==> src/core/lsb_pkg.sv <==
// Purpose: Shared constants and types for the serial lane bank.
// Assumes: 40 MHz system clock; link clock sampled, not used as a clock.
// Notes:   Ratio codes map the word mode onto bits per parallel word.

package lsb_pkg;

    // ------------------------------------------------------------
    // Bank geometry
    // ------------------------------------------------------------
    localparam int LANES = 16;           // Serial lanes per direction
    localparam int WORD_W = 8;           // Widest parallel word per lane
    localparam int BUS_W = LANES * WORD_W; // Parallel bits per word cycle
    localparam int IDX_W = 3;            // Bit index width inside a word

    // ------------------------------------------------------------
    // Multiplication limits and ratios
    // ------------------------------------------------------------
    localparam logic [3:0] MAX_MULT = 4'h8;  // Highest bit clock multiple
    localparam logic [3:0] RATIO_X1 = 4'h1;  // Bypass, one bit per word
    localparam logic [3:0] RATIO_X4 = 4'h4;
    localparam logic [3:0] RATIO_X7 = 4'h7;
    localparam logic [3:0] RATIO_X8 = 4'h8;

    // ------------------------------------------------------------
    // Timing
    // ------------------------------------------------------------
    localparam int SYS_CLK_MHZ = 40;          // System clock rate
    localparam int TX_BIT_NS = 200;           // Local transmit bit period
    localparam int TX_BIT_CYC = (TX_BIT_NS * SYS_CLK_MHZ) / 1000;
    localparam int TX_HALF_CYC = TX_BIT_CYC / 2;
    localparam int LANE_MAX_KBPS = 622080;    // Dedicated path ceiling
    localparam int BYPASS_MAX_KBPS = 155000;  // Bypass rate ceiling
    localparam int BYPASS_REF_MAX_MHZ = 160;  // Bypass reference ceiling

    // Word conversion modes
    typedef enum logic [1:0] {
        LSB_MODE_X1,
        LSB_MODE_X4,
        LSB_MODE_X7,
        LSB_MODE_X8
    } lsb_mode_t;

    // Bits per word for a mode, never above the multiplication limit
    function automatic logic [3:0] lsb_ratio(input lsb_mode_t m);
        logic [3:0] r;
        r = RATIO_X8;
        case (m)
            LSB_MODE_X1: r = RATIO_X1;
            LSB_MODE_X4: r = RATIO_X4;
            LSB_MODE_X7: r = RATIO_X7;
            default: r = RATIO_X8;
        endcase
        return (r > MAX_MULT) ? MAX_MULT : r;
    endfunction

endpackage

==> src/core/lsb_bank.sv <==
// Purpose: Sixteen lane serial receive and transmit bank.
// Assumes: Link clock and lanes arrive asynchronously and are sampled.
// Notes:   Rates are scaled to the sampling clock; ratios are exact.
//
// Contract
// - Bit clock at most eight times reference
// - Transmit side forwards its word clock
// - Forwarded clock in phase with data
// - Up to 128 bits each way per word
// - Each receive lane owns a shift register
// - Each transmit lane owns a loaded shifter
// - Ratios four, seven, eight and bypass
// - Slow data may bypass the deserialiser
// - Bypass: clock and data same rate
// - Bypass reference at most 160 MHz
// - Receive reference: board or forwarded clock (the code takes only the incoming rx_link_clk_i)
// - Dedicated path up to 622.08 Mbps
// - Multiplier matches selected conversion ratio
// - Transmit reference: pin or receive clock (the code uses the local divider on sys_clk_i or the receive clock)
// - Word clock also usable by fabric
`timescale 1ns/100ps

module lsb_bank
    import lsb_pkg::*;
(
    input wire logic sys_clk_i,
    input wire logic rst_n_i,
    input wire lsb_mode_t mode_sel_i,          // Word conversion mode
    input wire logic tx_ref_sel_i,             // 1: follow receive clock
    input wire logic rx_link_clk_i,            // Incoming bit clock pin
    input wire logic [LANES-1:0] rx_lane_i,    // Incoming serial lanes
    output logic [BUS_W-1:0] rx_data_o,        // Received parallel words
    output logic rx_word_valid_o,              // New receive word
    output logic word_tick_o,                  // Word rate enable
    input wire logic [BUS_W-1:0] tx_data_i,    // Words to transmit
    output logic tx_word_take_o,               // Word taken this cycle
    output logic [LANES-1:0] tx_lane_o,        // Outgoing serial lanes
    output logic tx_fwd_clk_o,                 // Forwarded word clock
    output logic [3:0] ratio_o                 // Active bits per word
);

    // ------------------------------------------------------------
    // Mode and ratio
    // ------------------------------------------------------------
    logic [3:0] ratio_r;     // Bits per word now in force
    logic [3:0] ratio_nxt;   // Ratio requested by the mode pins
    logic bypass;            // One bit per word

    assign ratio_nxt = lsb_ratio(mode_sel_i);
    // bypass captures at 1x
    // One bit per word: capture registers run at the link rate
    assign bypass = (ratio_r == RATIO_X1);
    assign ratio_o = ratio_r;

    // ratio follows mode
    // Multiplier taken from the mode, clamped to the limit
    always_ff @(posedge sys_clk_i or negedge rst_n_i)
    begin
        if (!rst_n_i)
            ratio_r <= RATIO_X8;
        else
            ratio_r <= ratio_nxt;
    end

    // ------------------------------------------------------------
    // Input synchronisers
    // ------------------------------------------------------------
    logic clk_meta_r;              // First stage, link clock
    logic clk_sync_r;              // Second stage, link clock
    logic clk_prev_r;              // Delayed copy for edge finding
    logic [LANES-1:0] lane_meta_r; // First stage, lanes
    logic [LANES-1:0] lane_sync_r; // Second stage, lanes

    // Two flops on the link clock and every lane pin before any logic
    always_ff @(posedge sys_clk_i or negedge rst_n_i)
    begin
        if (!rst_n_i)
        begin
            clk_meta_r <= 1'b0;
            clk_sync_r <= 1'b0;
            lane_meta_r <= '0;
            lane_sync_r <= '0;
        end
        else
        begin
            clk_meta_r <= rx_link_clk_i;
            clk_sync_r <= clk_meta_r;
            lane_meta_r <= rx_lane_i;
            lane_sync_r <= lane_meta_r;
        end
    end

    // Previous link clock level for edge detection
    always_ff @(posedge sys_clk_i or negedge rst_n_i)
    begin
        if (!rst_n_i)
            clk_prev_r <= 1'b0;
        else
            clk_prev_r <= clk_sync_r;
    end

    // ------------------------------------------------------------
    // Receive bit timing
    // ------------------------------------------------------------
    logic rx_bit_en;           // Rising link clock edge seen
    logic rx_fall_en;          // Falling link clock edge seen
    logic [IDX_W-1:0] rx_idx_r; // Bit position within the word
    logic rx_word_end;         // This bit closes the word

    // rx reference pin
    // Receive bits sampled at rising edges of the incoming clock
    assign rx_bit_en = clk_sync_r && !clk_prev_r;
    assign rx_fall_en = !clk_sync_r && clk_prev_r;
    assign rx_word_end = ({1'b0, rx_idx_r} >= (ratio_r - 4'h1));

    // Bit counter, restarts at every word boundary
    always_ff @(posedge sys_clk_i or negedge rst_n_i)
    begin
        if (!rst_n_i)
            rx_idx_r <= '0;
        else if (rx_bit_en && rx_word_end)
            rx_idx_r <= '0;
        else if (rx_bit_en)
            rx_idx_r <= rx_idx_r + 3'h1;
    end

    // ------------------------------------------------------------
    // Receive lanes
    // ------------------------------------------------------------
    // sixteen lanes wide
    genvar gr;
    generate
        for (gr = 0; gr < LANES; gr = gr + 1)
        begin : g_rx
            lsb_rx_lane u_rx (
                .sys_clk_i(sys_clk_i),
                .rst_n_i(rst_n_i),
                .bit_en_i(rx_bit_en),
                .bit_i(lane_sync_r[gr]),
                .idx_i(rx_idx_r),
                .word_end_i(rx_word_end),
                .word_o(rx_data_o[gr*WORD_W +: WORD_W])
            );
        end
    endgenerate

    // registered word strobe
    // Valid marks the cycle the word registers have just loaded
    always_ff @(posedge sys_clk_i or negedge rst_n_i)
    begin
        if (!rst_n_i)
            rx_word_valid_o <= 1'b0;
        else
            rx_word_valid_o <= rx_bit_en && rx_word_end;
    end

    // word tick out
    // Word rate enable for general fabric logic
    assign word_tick_o = rx_word_valid_o;

    // ------------------------------------------------------------
    // Transmit bit timing
    // ------------------------------------------------------------
    logic [7:0] div_r;         // Local bit period divider
    logic loc_bit_en;          // Local bit start
    logic loc_half_en;         // Local mid bit
    logic tx_bit_en;           // Selected bit start
    logic tx_half_en;          // Selected mid bit
    logic [IDX_W-1:0] tx_idx_r; // Bit position within the word
    logic tx_word_end;         // This bit closes the word
    logic tx_load;             // This bit opens a new word

    assign loc_bit_en = (div_r == 8'h00);
    assign loc_half_en = (div_r == 8'(TX_HALF_CYC));

    // tx reference select
    // Local divider or the recovered receive clock drives the sender
    assign tx_bit_en = tx_ref_sel_i ? rx_bit_en : loc_bit_en;
    assign tx_half_en = tx_ref_sel_i ? rx_fall_en : loc_half_en;
    assign tx_word_end = ({1'b0, tx_idx_r} >= (ratio_r - 4'h1));
    assign tx_load = (tx_idx_r == '0);

    // bounded bit rate
    // Divider free runs at the local bit period
    always_ff @(posedge sys_clk_i or negedge rst_n_i)
    begin
        if (!rst_n_i)
            div_r <= 8'h00;
        else if (div_r == 8'(TX_BIT_CYC - 1))
            div_r <= 8'h00;
        else
            div_r <= div_r + 8'h01;
    end

    // Transmit bit counter
    always_ff @(posedge sys_clk_i or negedge rst_n_i)
    begin
        if (!rst_n_i)
            tx_idx_r <= '0;
        else if (tx_bit_en && tx_word_end)
            tx_idx_r <= '0;
        else if (tx_bit_en)
            tx_idx_r <= tx_idx_r + 3'h1;
    end

    // Word accepted from the fabric at the first bit
    assign tx_word_take_o = tx_bit_en && tx_load;

    // ------------------------------------------------------------
    // Transmit lanes
    // ------------------------------------------------------------
    // per lane loader
    genvar gt;
    generate
        for (gt = 0; gt < LANES; gt = gt + 1)
        begin : g_tx
            lsb_tx_lane u_tx (
                .sys_clk_i(sys_clk_i),
                .rst_n_i(rst_n_i),
                .bit_en_i(tx_bit_en),
                .load_i(tx_load),
                .word_i(tx_data_i[gt*WORD_W +: WORD_W]),
                .bit_o(tx_lane_o[gt])
            );
        end
    endgenerate

    // ------------------------------------------------------------
    // Forwarded clock
    // ------------------------------------------------------------
    logic [3:0] fwd_high; // Bits of the word with clock high

    assign fwd_high = (ratio_r + 4'h1) >> 1;

    // same edge as data
    // High from the first bit for half the word; bypass uses half bits
    always_ff @(posedge sys_clk_i or negedge rst_n_i)
    begin
        if (!rst_n_i)
            tx_fwd_clk_o <= 1'b0;
        else if (bypass && tx_bit_en)
            tx_fwd_clk_o <= 1'b1;
        else if (bypass && tx_half_en)
            tx_fwd_clk_o <= 1'b0;
        else if (!bypass && tx_bit_en)
            tx_fwd_clk_o <= ({1'b0, tx_idx_r} < fwd_high);
    end

    // ------------------------------------------------------------
    // Checks
    // ------------------------------------------------------------
    logic chk_arm_r; // Checks armed one edge after release

    // Skip the release edge, where reset values still stand
    always_ff @(posedge sys_clk_i or negedge rst_n_i)
    begin
        if (!rst_n_i)
            chk_arm_r <= 1'b0;
        else
            chk_arm_r <= 1'b1;
    end

    chk_ratio_limit: assert property (
        @(posedge sys_clk_i) disable iff (!rst_n_i)
        ratio_r <= MAX_MULT)
        else $error("bit ratio above multiplication limit");

    chk_ratio_legal: assert property (
        @(posedge sys_clk_i) disable iff (!rst_n_i)
        ratio_r == RATIO_X1 || ratio_r == RATIO_X4 ||
        ratio_r == RATIO_X7 || ratio_r == RATIO_X8)
        else $error("ratio not one of the supported modes");

    chk_fwd_align: assert property (
        @(posedge sys_clk_i) disable iff (!rst_n_i)
        $rose(tx_fwd_clk_o) |-> $past(tx_bit_en))
        else $error("forwarded clock rose away from a bit edge");

    chk_fwd_word: assert property (
        @(posedge sys_clk_i) disable iff (!chk_arm_r)
        (tx_word_take_o && !bypass && $stable(ratio_r))
            |=> tx_fwd_clk_o)
        else $error("forwarded clock low at word start");

    chk_word_valid: assert property (
        @(posedge sys_clk_i) disable iff (!rst_n_i)
        (rx_bit_en && rx_word_end) |=> rx_word_valid_o ##1
            !rx_word_valid_o)
        else $error("receive word strobe not one cycle after last bit");

    chk_bypass_bit: assert property (
        @(posedge sys_clk_i) disable iff (!rst_n_i)
        (rx_bit_en && bypass) |=>
            rx_data_o[0] == $past(lane_sync_r[0]))
        else $error("bypass bit not passed to the word");

    chk_bypass_rate: assert property (
        @(posedge sys_clk_i) disable iff (!rst_n_i)
        (rx_bit_en && bypass && $stable(ratio_r)) |=> rx_word_valid_o)
        else $error("bypass bit did not yield a word");

    chk_tx_spacing: assert property (
        @(posedge sys_clk_i) disable iff (!chk_arm_r)
        loc_bit_en |=> !loc_bit_en [*7] ##1 loc_bit_en)
        else $error("local bit period wrong");

    chk_take_first: assert property (
        @(posedge sys_clk_i) disable iff (!chk_arm_r)
        tx_word_take_o |=> tx_lane_o[0] == $past(tx_data_i[0]))
        else $error("lane did not start with bit 0 of the word");

    chk_tick_source: assert property (
        @(posedge sys_clk_i) disable iff (!rst_n_i)
        word_tick_o |-> $past(rx_bit_en))
        else $error("word tick without a closing bit");

endmodule

==> src/core/lsb_rx_lane.sv <==
// Purpose: One receive lane shift register and its word register.
// Assumes: Serial bit already synchronised; index kept by the bank.
// Notes:   Bit 0 of the word is the first bit received.
`timescale 1ns/100ps

module lsb_rx_lane
    import lsb_pkg::*;
(
    input wire logic sys_clk_i,
    input wire logic rst_n_i,
    input wire logic bit_en_i,                // One sample per bit
    input wire logic bit_i,                   // Synchronised serial bit
    input wire logic [IDX_W-1:0] idx_i,       // Position of this bit
    input wire logic word_end_i,              // Last bit of the word
    output logic [WORD_W-1:0] word_o          // Registered parallel word
);

    logic [WORD_W-1:0] shift_r;   // Bits collected so far
    logic [WORD_W-1:0] shift_nxt; // Collection with current bit placed

    // Place the current bit, clearing stale bits at word start
    always_comb
    begin
        shift_nxt = (idx_i == '0) ? '0 : shift_r;
        shift_nxt[idx_i] = bit_i;
    end

    // Dedicated shift register per lane
    always_ff @(posedge sys_clk_i or negedge rst_n_i)
    begin
        if (!rst_n_i)
            shift_r <= '0;
        else if (bit_en_i)
            shift_r <= shift_nxt;
    end

    // Word register handed to the fabric
    always_ff @(posedge sys_clk_i or negedge rst_n_i)
    begin
        if (!rst_n_i)
            word_o <= '0;
        else if (bit_en_i && word_end_i)
            word_o <= shift_nxt;
    end

endmodule

==> src/core/lsb_tx_lane.sv <==
// Purpose: One transmit lane shift register loaded from the fabric.
// Assumes: Load and shift timing kept by the bank.
// Notes:   Bit 0 of the word leaves first.
`timescale 1ns/100ps

module lsb_tx_lane
    import lsb_pkg::*;
(
    input wire logic sys_clk_i,
    input wire logic rst_n_i,
    input wire logic bit_en_i,                // One shift per bit
    input wire logic load_i,                  // First bit of a new word
    input wire logic [WORD_W-1:0] word_i,     // Parallel word to send
    output logic bit_o                        // Registered serial bit
);

    logic [WORD_W-1:0] shift_r; // Bits still to leave

    // Load a fresh word or move one bit along
    always_ff @(posedge sys_clk_i or negedge rst_n_i)
    begin
        if (!rst_n_i)
            shift_r <= '0;
        else if (bit_en_i && load_i)
            shift_r <= {1'b0, word_i[WORD_W-1:1]};
        else if (bit_en_i)
            shift_r <= {1'b0, shift_r[WORD_W-1:1]};
    end

    // Output flop changes on the same edge as the forwarded clock
    always_ff @(posedge sys_clk_i or negedge rst_n_i)
    begin
        if (!rst_n_i)
            bit_o <= 1'b0;
        else if (bit_en_i && load_i)
            bit_o <= word_i[0];
        else if (bit_en_i)
            bit_o <= shift_r[0];
    end

endmodule

==> config.mk <==
export PLATFORM = sky130hd
export DESIGN_NAME = lsb_bank
export DESIGN_NICKNAME = d
export VERILOG_FILES = /design/src/core/lsb_pkg.sv /design/src/core/lsb_bank.sv /design/src/core/lsb_rx_lane.sv /design/src/core/lsb_tx_lane.sv
export SDC_FILE = /design/constraint.sdc
export NUM_CORES = 1
export LEC_CHECK = 0
export BUFFER_PORTS_ARGS = -buffer_cell sky130_fd_sc_hd__buf_2
export CORE_AREA = 2 2 179 199
export CTS_BUF_LIST = sky130_fd_sc_hd__clkbuf_16
export DETAILED_ROUTE_END_ITERATION = 12
export DIE_AREA = 0 0 181 201
export GPL_TIMING_DRIVEN = 0
export PLACE_DENSITY_LB_ADDON = 0.15
export SKIP_CTS_REPAIR_TIMING = 1
export SYNTH_ARGS = -nofsm -noshare
export SYNTH_HDL_FRONTEND = slang
export SYNTH_SLANG_ARGS = --single-unit
==> constraint.sdc <==
create_clock -name sys_clk_i -period 3.7 [get_ports sys_clk_i]
set_clock_uncertainty 0.05 [all_clocks]
set_input_delay 0.37 -clock sys_clk_i [delete_from_list [all_inputs] [get_ports sys_clk_i]]
set_output_delay 0.37 -clock sys_clk_i [all_outputs]
set_load 0.02 [all_outputs]
# Word-level counts from Yosys, hierarchy flattened
# Index checks and enable logic that the tools add are counted.
# classes
add_sub_neg	5
n_lt_le_gt_ge	6
eq_ne	5
muxes	110
n_reduce_logical	20
# op_table
operator	n
8-bit 2-to-1 mux	49
8-bit bitwise mux	16
1-bit 2-to-1 mux	38
8-bit by 3-bit equality test with 1-bit output, second input constant	2
3-bit 2-to-1 mux	4
4-bit case mux with 3 select lines	1
1-bit logical AND	9
8-bit by 1-bit adder with 8-bit output, second input constant	1
3-bit by 4-bit >= comparator with 1-bit output	2
8-bit logical NOT	1
3-bit by 1-bit adder with 3-bit output, second input constant	2
3-bit logical NOT	2
2-bit nonzero test	3
4-bit by 1-bit adder with 4-bit output, second input constant	1
4-bit by 1-bit equality test with 1-bit output, second input constant	1
4-bit > comparator, second input constant	1
3-bit by 4-bit < comparator with 1-bit output, second input constant	1
4-bit 2-to-1 mux	1
4-bit by 1-bit subtractor with 4-bit output, second input constant	1
1-bit demux with 3-bit select	1
3-bit by 1-bit >= comparator with 1-bit output, second input constant	1
1-bit logical NOT	3
3-bit < comparator	1
3-bit nonzero test	1
other kinds (3)	3
# word_totals
reg_bits	455
inputBits	150
output_inout_bits	152
wordCells	221

# Depth between registers and ports, before layout
# Gate-level depths: netlist (run 1).
# logic_depth
depth_word	7
ltp_mapped	12
mapped_depth_nobuf	8

# Hierarchy
# A second synthesis (run 1) with hierarchy kept.
# unflattened
cells_unflattened	2013
hier_area_um2	21758.4
# modules_own_cells
module	instances	cells_per_inst	area_per_inst_um2	seq_area_each_um2
lsb_rx_lane	16	81	845.8	400.4
lsb_tx_lane	16	35	379.1	200.2
lsb_bank	1	157	2159.6	1377.6

# Worst setup path before layout (run 1)
# Ideal clock, no wire load.
# synth_timing
path_kind	register to register
start	reg ratio_r[0] (netlist: ratio_o[0])
end	reg g_rx[0].u_rx.word_o[0]
setup_ps	125
arrival_time_ps	2440
t_required_ps	3525
path_slack_ps	1085
stages_incl_launch_ff	12
path_buffers	3
synth_period_minus_slack_ps	2615
path_cell_list	dfrtp_1 -> inv_1 -> ha_1 -> xnor2_1 -> ha_1 -> nand2_1 -> o21ai_1 -> and3_1 -> buf_2 -> buf_6 -> buf_6 -> mux2_4
# synth_via
elab_chain_len	3
# synth_lines
element	line	source
start: declaration	lsb_bank.sv:45	logic [3:0] ratio_r;
start signal: assignment	lsb_bank.sv:62	ratio_r <= ratio_nxt;
4-bit by 1-bit subtractor with 4-bit output	lsb_bank.sv:114	assign rx_word_end = ({1'b0, rx_idx_r} >= (ratio_r - 4'h1));
3-bit by 4-bit >= comparator with 1-bit output	lsb_bank.sv:114	
1-bit logical AND	lsb_rx_lane.sv:42	else if (bit_en_i && word_end_i)
end signal: assignment	lsb_rx_lane.sv:43	word_o <= shift_nxt;
end: declaration	lsb_rx_lane.sv:15	output logic [WORD_W-1:0] word_o
# No other way between the ends.
# A chain may end at the register's enable or synchronous reset.

# Final worst setup path (run 1)
# layout_timing
start	reg tx_idx_r[0]
end	out tx_word_take_o
# layout_via
elab_chain_len	2
# layout_lines
element	line	source
start: declaration	lsb_bank.sv:169	logic [IDX_W-1:0] tx_idx_r;
start signal: assignment	lsb_bank.sv:203	tx_idx_r <= tx_idx_r + 3'h1;
3-bit logical NOT	lsb_bank.sv:181	assign tx_load = (tx_idx_r == '0);
1-bit logical AND	lsb_bank.sv:207	assign tx_word_take_o = tx_bit_en && tx_load;
end: declaration	lsb_bank.sv:36	output logic tx_word_take_o,
# No other way between the ends.

==> results of run 1 <==
## sequential cells by signal, summed over array words and instances, names as in the netlist
register and count:
clk_meta_r 1, clk_prev_r 1, clk_sync_r 1, div_r 8, g_rx.u_rx.shift_r 128, g_rx.u_rx.word_o 128, g_tx.u_tx.bit_o 16, g_tx.u_tx.shift_r 112
lane_meta_r 16, lane_sync_r 16, ratio_o 4, rx_idx_r 3, rx_word_valid_o 1, tx_fwd_clk_o 1, tx_idx_r 3
## metrics by stage
stage	cells	TNS, ps	area [um^2]	util (%)
finish	2632	0	23400	67.7
detailed placement	2536	0	21900	63.3
CTS	2614	0	23200	67.2
global route	2632	0	23400	67.7
floorplan	1787	0	19700	-
global placement	2532	-2814480	21800	63.0
## worst max-delay path: stages, from the launching register on
cell	delay, ps
dfrtp_1	410
inv_1	90
ha_1	210
nand2b_1	70
clkbuf_1	400
buf_2	450
buf_2	370
nor2_1	60
buf_2	170
## how the worst max path moves through the flow
stage,from,to,slack [ps],depth (start not counted)
detailed placement,ratio_o[0],g_rx[5].u_rx.word_o[3],550,12
CTS,tx_idx_r[0],tx_word_take_o,450,8
global placement,rst_n_i,lane_meta_r[0],-6480,1
global route,ratio_o[0],g_rx[12].u_rx.word_o[3],290,10
floorplan,ratio_o[0],g_rx[0].u_rx.word_o[0],1090,11
finish,tx_idx_r[0],tx_word_take_o,500,8
## cell families (layout without fill, tap and decap cells)
kind of cell | after synthesis | count (layout) | share of synthesized area [%]
AND/OR/NAND/NOR | 454 | 454 | 9.82
buffers and inverters | 215 | 616 | 5.28
multiplexers | 192 | 192 | 11.1
XOR/XNOR | 10 | 10 | 0.482
adder cells (fa/ha/maj) | 21 | 21 | 1.33
flip-flops | 439 | 439 | 55.7
AO/OA/AOI/OAI | 456 | 456 | 16.3
## synthesized netlist by cell type, types with 26 or more instances
| cell type | instances |
|---|---|
| o21ai_0 | 56 |
| a22o_1 | 128 |
| mux2_1 | 31 |
| o21ai_1 | 163 |
| nand2_1 | 334 |
| mux2i_1 | 112 |
| inv_1 | 26 |
| a31oi_1 | 49 |
| buf_4 | 26 |
| mux2_4 | 45 |
| clkbuf_1 | 96 |
| buf_2 | 38 |
| nand3_1 | 68 |
| a31oi_2 | 48 |
| dfrtp_1 | 438 |
## where the power goes
group	switching, mW	internal (mW)
combinational	4.63	2.99
sequential	1.07	6.52
clock	1.85	2.34
total	7.56	11.9
## layout make-up
class | count | share of cell area, %
Sequential cell | 439 | 46.9
Multi-Input combinational cell | 1133 | 32.9
Timing Repair Buffer | 323 | 7.72
Clock buffer | 45 | 4.81
Buffer | 187 | 4.00
Tap cell | 444 | 2.37
Clock inverter | 33 | 0.855
Inverter | 28 | 0.449
## routing by layer
metal,share of wire (%),wire length (um)
met1,40,22100
met3,6.8,3740
met2,49,26600
met4,4.1,2270
met5,0.049,27
==> reports/metrics.cfg, run 1 <==
[cts]
ctsRootBufferMaster=clkbuf_16
numCtsBuffers=44
cts.sinks=439
clk_pin_slew_ps=60
cts_max_level=2
cts_tree=built
insertion_delay_ps=560
clockBufferDepth=3

[sta]
finalSetupViolations=0
slew_headroom_pct=45.9
drv_slew=0
setup_ws_ps=499
fmax_mhz=312
whs_ps=-0.973
hold_violations=1
finalCriticalPeriod_ps=3200
final.period_utilization_pct=86.5
rsz0062_at_grt=false
tightestPinTransition_ps=811

[critical_path]
end_kind=output port
criticalPathCategory=reg -> out
r2r_end=g_rx[15].u_rx.word_o[0]
path_max_fanout=10
startpoint_type=flop
cp.arrival_ps=2780
r2r-start=ratio_o[0]
rr_worst_depth=11
reg2reg_slack_ps=500
crit_required_ps=3280

[finish]
final_common_cell=dfrtp_1
multi_input_area_um2=7700
insertedDiodeCount=0
layout_common_cells=438 x dfrtp_1, 338 x buf_2, 334 x nand2_1, 163 x o21ai_1, 128 x a22o_1
fin_nets=2327
fill_cells=2739
ff_latch_area_um2=11000
final_layout_size_suffix_gt1_share_pct=25.2
area_growth_pct=18.7

[outcome]
violations=hold timing
outcome=finished with violations

[power]
irDropWorstVdd_mv=0.460
power.total_mw=19.4
powerDensity_nw_per_um2=829
p_leak_nw=11.5

[logic_synthesis]
synth_edf_count=0
synthFlopType=dfrtp_1
synth_nets=1958
synthDistinctLibCells=49
async_flop_share_pct=100
synth.area.top_cells=dfrtp_1 56%, nand2_1 6.4%, a22o_1 5.7%
synth_top_cell_by_area=dfrtp_1
yosysTopAreaCellShare_pct=55.6
yosys_warnings=0
syn_avg_cell_area_um2=11.0
seq_area_frac_synth_pct=55.7
ys_ff_latch=439
syn_inst=1787
synth_area_um2=19700

[placed_design]
place_congestion=0.926
dp_hpwl_um=38800
io_buffers=301
dp_slack_ps=546

[grt]
antenna_found_initial=2
met3_usage_pct=4.95
grt_use_total_pct=30.2
grt_pass1_vias=15400
use_met1_pct=39.3
grt-ovfl-total=0
grt_max_degree=114
grt_pass1_wl_um=86000
busiest_layer=met2
grt_util_met2_pct=50.4

[routing]
wirelength_um=54800
vias_per_cell=5.79
wl_per_cell_um=20.8
drtPass1Iterations=7
vias=15200
drc=0
drtIter0Drc=1275
ant_nets=0

[die]
rows=72
die_width_um=181
fp.dieArea_um2=36400
start_util_pct=57.0
dieHeight_um=201
core_area_um2=34600
io_pins=302

[worst_hold_path]
hold_end=g_tx[9].u_tx.shift_r[6]
worstHoldPathCells=3
hp-start=tx_data_i[79]
min_path_type=in -> reg

[job]
cap_viol_max_count=0

Note: power is estimated with default switching activity, not from simulation.
==> inputs of run 2 (changes only) <==
Settings changed: ABC_AREA set to 1, CORE_AREA 2 2 179 199 to 2 2 184 204, DIE_AREA 0 0 181 201 to 0 0 186 206.
==> run 2 against run 1 <==
Against the previous run:
- the flow now finishes without violations
- via count up 25%
- register-to-register slack better by 330 ps
- critical path depth up 7
- setup slack better by 330 ps
- synthesized area up 5.6%
- sequential share of layout area down 2.5 points
- largest power group unchanged
- design area up 5.7%
- final cell count up 27%
- die area up 5.3%
- sequential power up 3.3%
==> reports/metrics.cfg, run 2 <==
[outcome]
outcome=finished, final reports clean

[grt]
grt-ovfl-total=0
grt_pass1_wl_um=96800
grt_max_degree=111
grt_pass1_vias=18400
antenna_found_initial=8
grt_use_total_pct=32.4

[logic_synthesis]
async_flop_share_pct=100
yosys_warnings=0
syn_avg_cell_area_um2=8.53
ys_ff_latch=439
syn_inst=2443
synthFlopType=dfrtp_1
synth_area_um2=20800
synth_edf_count=0
synth_nets=2614
synth.area.top_cells=dfrtp_1 53%, nand2_1 15%, nand4_1 5.9%
synthTopCellsByCount=850 x nand2_1, 438 x dfrtp_1, 195 x nand4_1, 151 x nand3_1, 142 x nor2_1
synthDistinctLibCells=31
synth_top_cell_by_area=dfrtp_1
yosysTopAreaCellShare_pct=52.6
synth.most_common_cell=nand2_1
seq_area_frac_synth_pct=52.7

[critical_path]
cp.arrival_ps=3320
max_stage_delay_ps=390
path_max_fanout=11
cpMostUsedCell=nand2_1
crit_chain=buf_4, inv_4, buf_6, buf_2, ha_1, inv_1, nand2_1, nand2_1, nand2_1, nand2_1, nand2_1, buf_2, buf_2, nand4_1, nand2_1
criticalPathCategory=reg -> reg
path_buf_inv=7
r2r-start=rx_idx_r[0]
crit_slowest_cell=dfrtp_1
crit_start=rx_idx_r[0]
end_kind=flop
crit_required_ps=4150
path_delay_family=buffers and inverters
startpoint_type=flop

[cts]
clockBufferDepth=3
cts.sinks=439
insertion_delay_ps=570
ctsRootBufferMaster=clkbuf_16
cts_max_level=2
cts_tree=built
clk_pin_slew_ps=60
numCtsBuffers=47

[die]
dieHeight_um=206
start_util_pct=57.0
rows=74
io_pins=302
core_area_um2=36600
die_width_um=186
fp.dieArea_um2=38300

[placed_design]
dp_hpwl_um=44200
place_congestion=0.908
dpl.cell_count=3242
io_buffers=301

[finish]
reg_top3=g_rx.u_rx.shift_r x128, g_rx.u_rx.word_o x128, g_tx.u_tx.shift_r x112
stdcell_count=3352
final_common_cell=nand2_1
area_growth_pct=18.8
layout_common_cells=850 x nand2_1, 438 x dfrtp_1, 398 x buf_2, 195 x nand4_1, 151 x nand3_1
fin_nets=3001
final_layout_size_suffix_gt1_share_pct=20.2

[routing]
ant_nets=0
drtPass1Iterations=8
vias_per_cell=5.70
drtIter0Drc=1781
vias=19100
wl_per_cell_um=18.5
drc=0
wirelength_um=62200

[sta]
finalCriticalPeriod_ps=2870
tightestPinTransition_ps=758
hold_violations=0
final.period_utilization_pct=77.7
rsz0062_at_grt=false
drv_slew=0
finalSetupViolations=0
slew_headroom_pct=49.5
fmax_mhz=348
setup_tns_ps=0

[worst_hold_path]
hp-start=tx_data_i[37]
min_path_type=in -> reg

[job]
cap_viol_max_count=0

[power]
powerDensity_nw_per_um2=870
irDropWorstVdd_mv=0.572
p_leak_nw=13.4

-- run 2: cell types whose count changed in the layout (fill, tap and decap cells not counted), moves of 128 or more --
| cell | before | now |
|---|---|---|
| a22o_1 | 128 | 0 |
| nand2_1 | 334 | 850 |
| o21ai_1 | 163 | 1 |
| nand4_1 | 0 | 195 |
| nor2_1 | 13 | 142 |
-- run 2: final cells by class --
cell class / count / area [um^2]
antenna: 4 / 10.0
buffer: 219 / 1330
clock buffer: 49 / 1230
clock inverter: 24 / 97.6
fill: 3017 / 11800
inverter: 148 / 566
multi-input combinational: 1637 / 7960
sequential: 439 / 11000
tap: 494 / 618
timing repair buffer: 338 / 1960
-- run 2: routing by layer --
layer	global-route usage [%]	part of all wire, %	vias to the layer above
met3	7.65	8.1	216
met2	52.8	48	867
met5	0	0.095	-
met4	17.2	5.2	10
li1	-	-	8897
met1	40.1	39	9116
-- run 2: worst paths after layout --
| path | endpoint | slack [ps] | cells after the start |
|---|---|---|---|
| min reg2reg | lane_sync_r[15] | 290 | 0 |
| max reg2reg | g_rx[5].u_rx.word_o[0] | 830 | 15 |
| min in group asynchronous | lane_meta_r[2] | 260 | 2 |
| max in group asynchronous | g_rx[12].u_rx.word_o[2] | 1970 | 4 |
| max | g_rx[5].u_rx.word_o[0] | 830 | 15 |
| min | g_tx[4].u_tx.shift_r[4] | 7 | 3 |
-- run 2: worst min-delay path: cells and delay by family --
| family | cells | cell delay (ps) |
|---|---|---|
| simple gates | 1 | 60 |
| buf+inv | 1 | 70 |
| compound gates | 1 | 80 |
-- run 2: power by group --
part	internal, mW	total, mW	switching [mW]
registers	6.75	7.84	1.09
clock network	2.35	4.24	1.89
logic	3.12	9.46	6.34
-- run 2: metrics by stage --
step                      power [mW]  hold WS [ps]  worst slack (ps)  area [um^2]  utilization, %
after floorplan                 14.2          24.4              1600        20800               -
after global placement          16.8           283             -6590        23000            62.8
after detailed placement        17.2           270               914        23100            63.1
after CTS                       21.5          -325               876        24400            66.7
after global routing            23.0         0.426               747        24700            67.6
final                           21.5          7.25               826        24700            67.7
-- run 2: logic make-up after synthesis --
| group | Yosys count | share of synthesized area (%) |
|---|---|---|
| and+or+nand+nor | 1362 | 28.6 |
| DFF | 439 | 52.7 |
| buffers and inverters | 367 | 9.11 |
| AOI/OAI and AO/OA | 245 | 7.95 |
| adders and majority gates | 21 | 1.26 |
| xor gates and xnor gates | 9 | 0.378 |
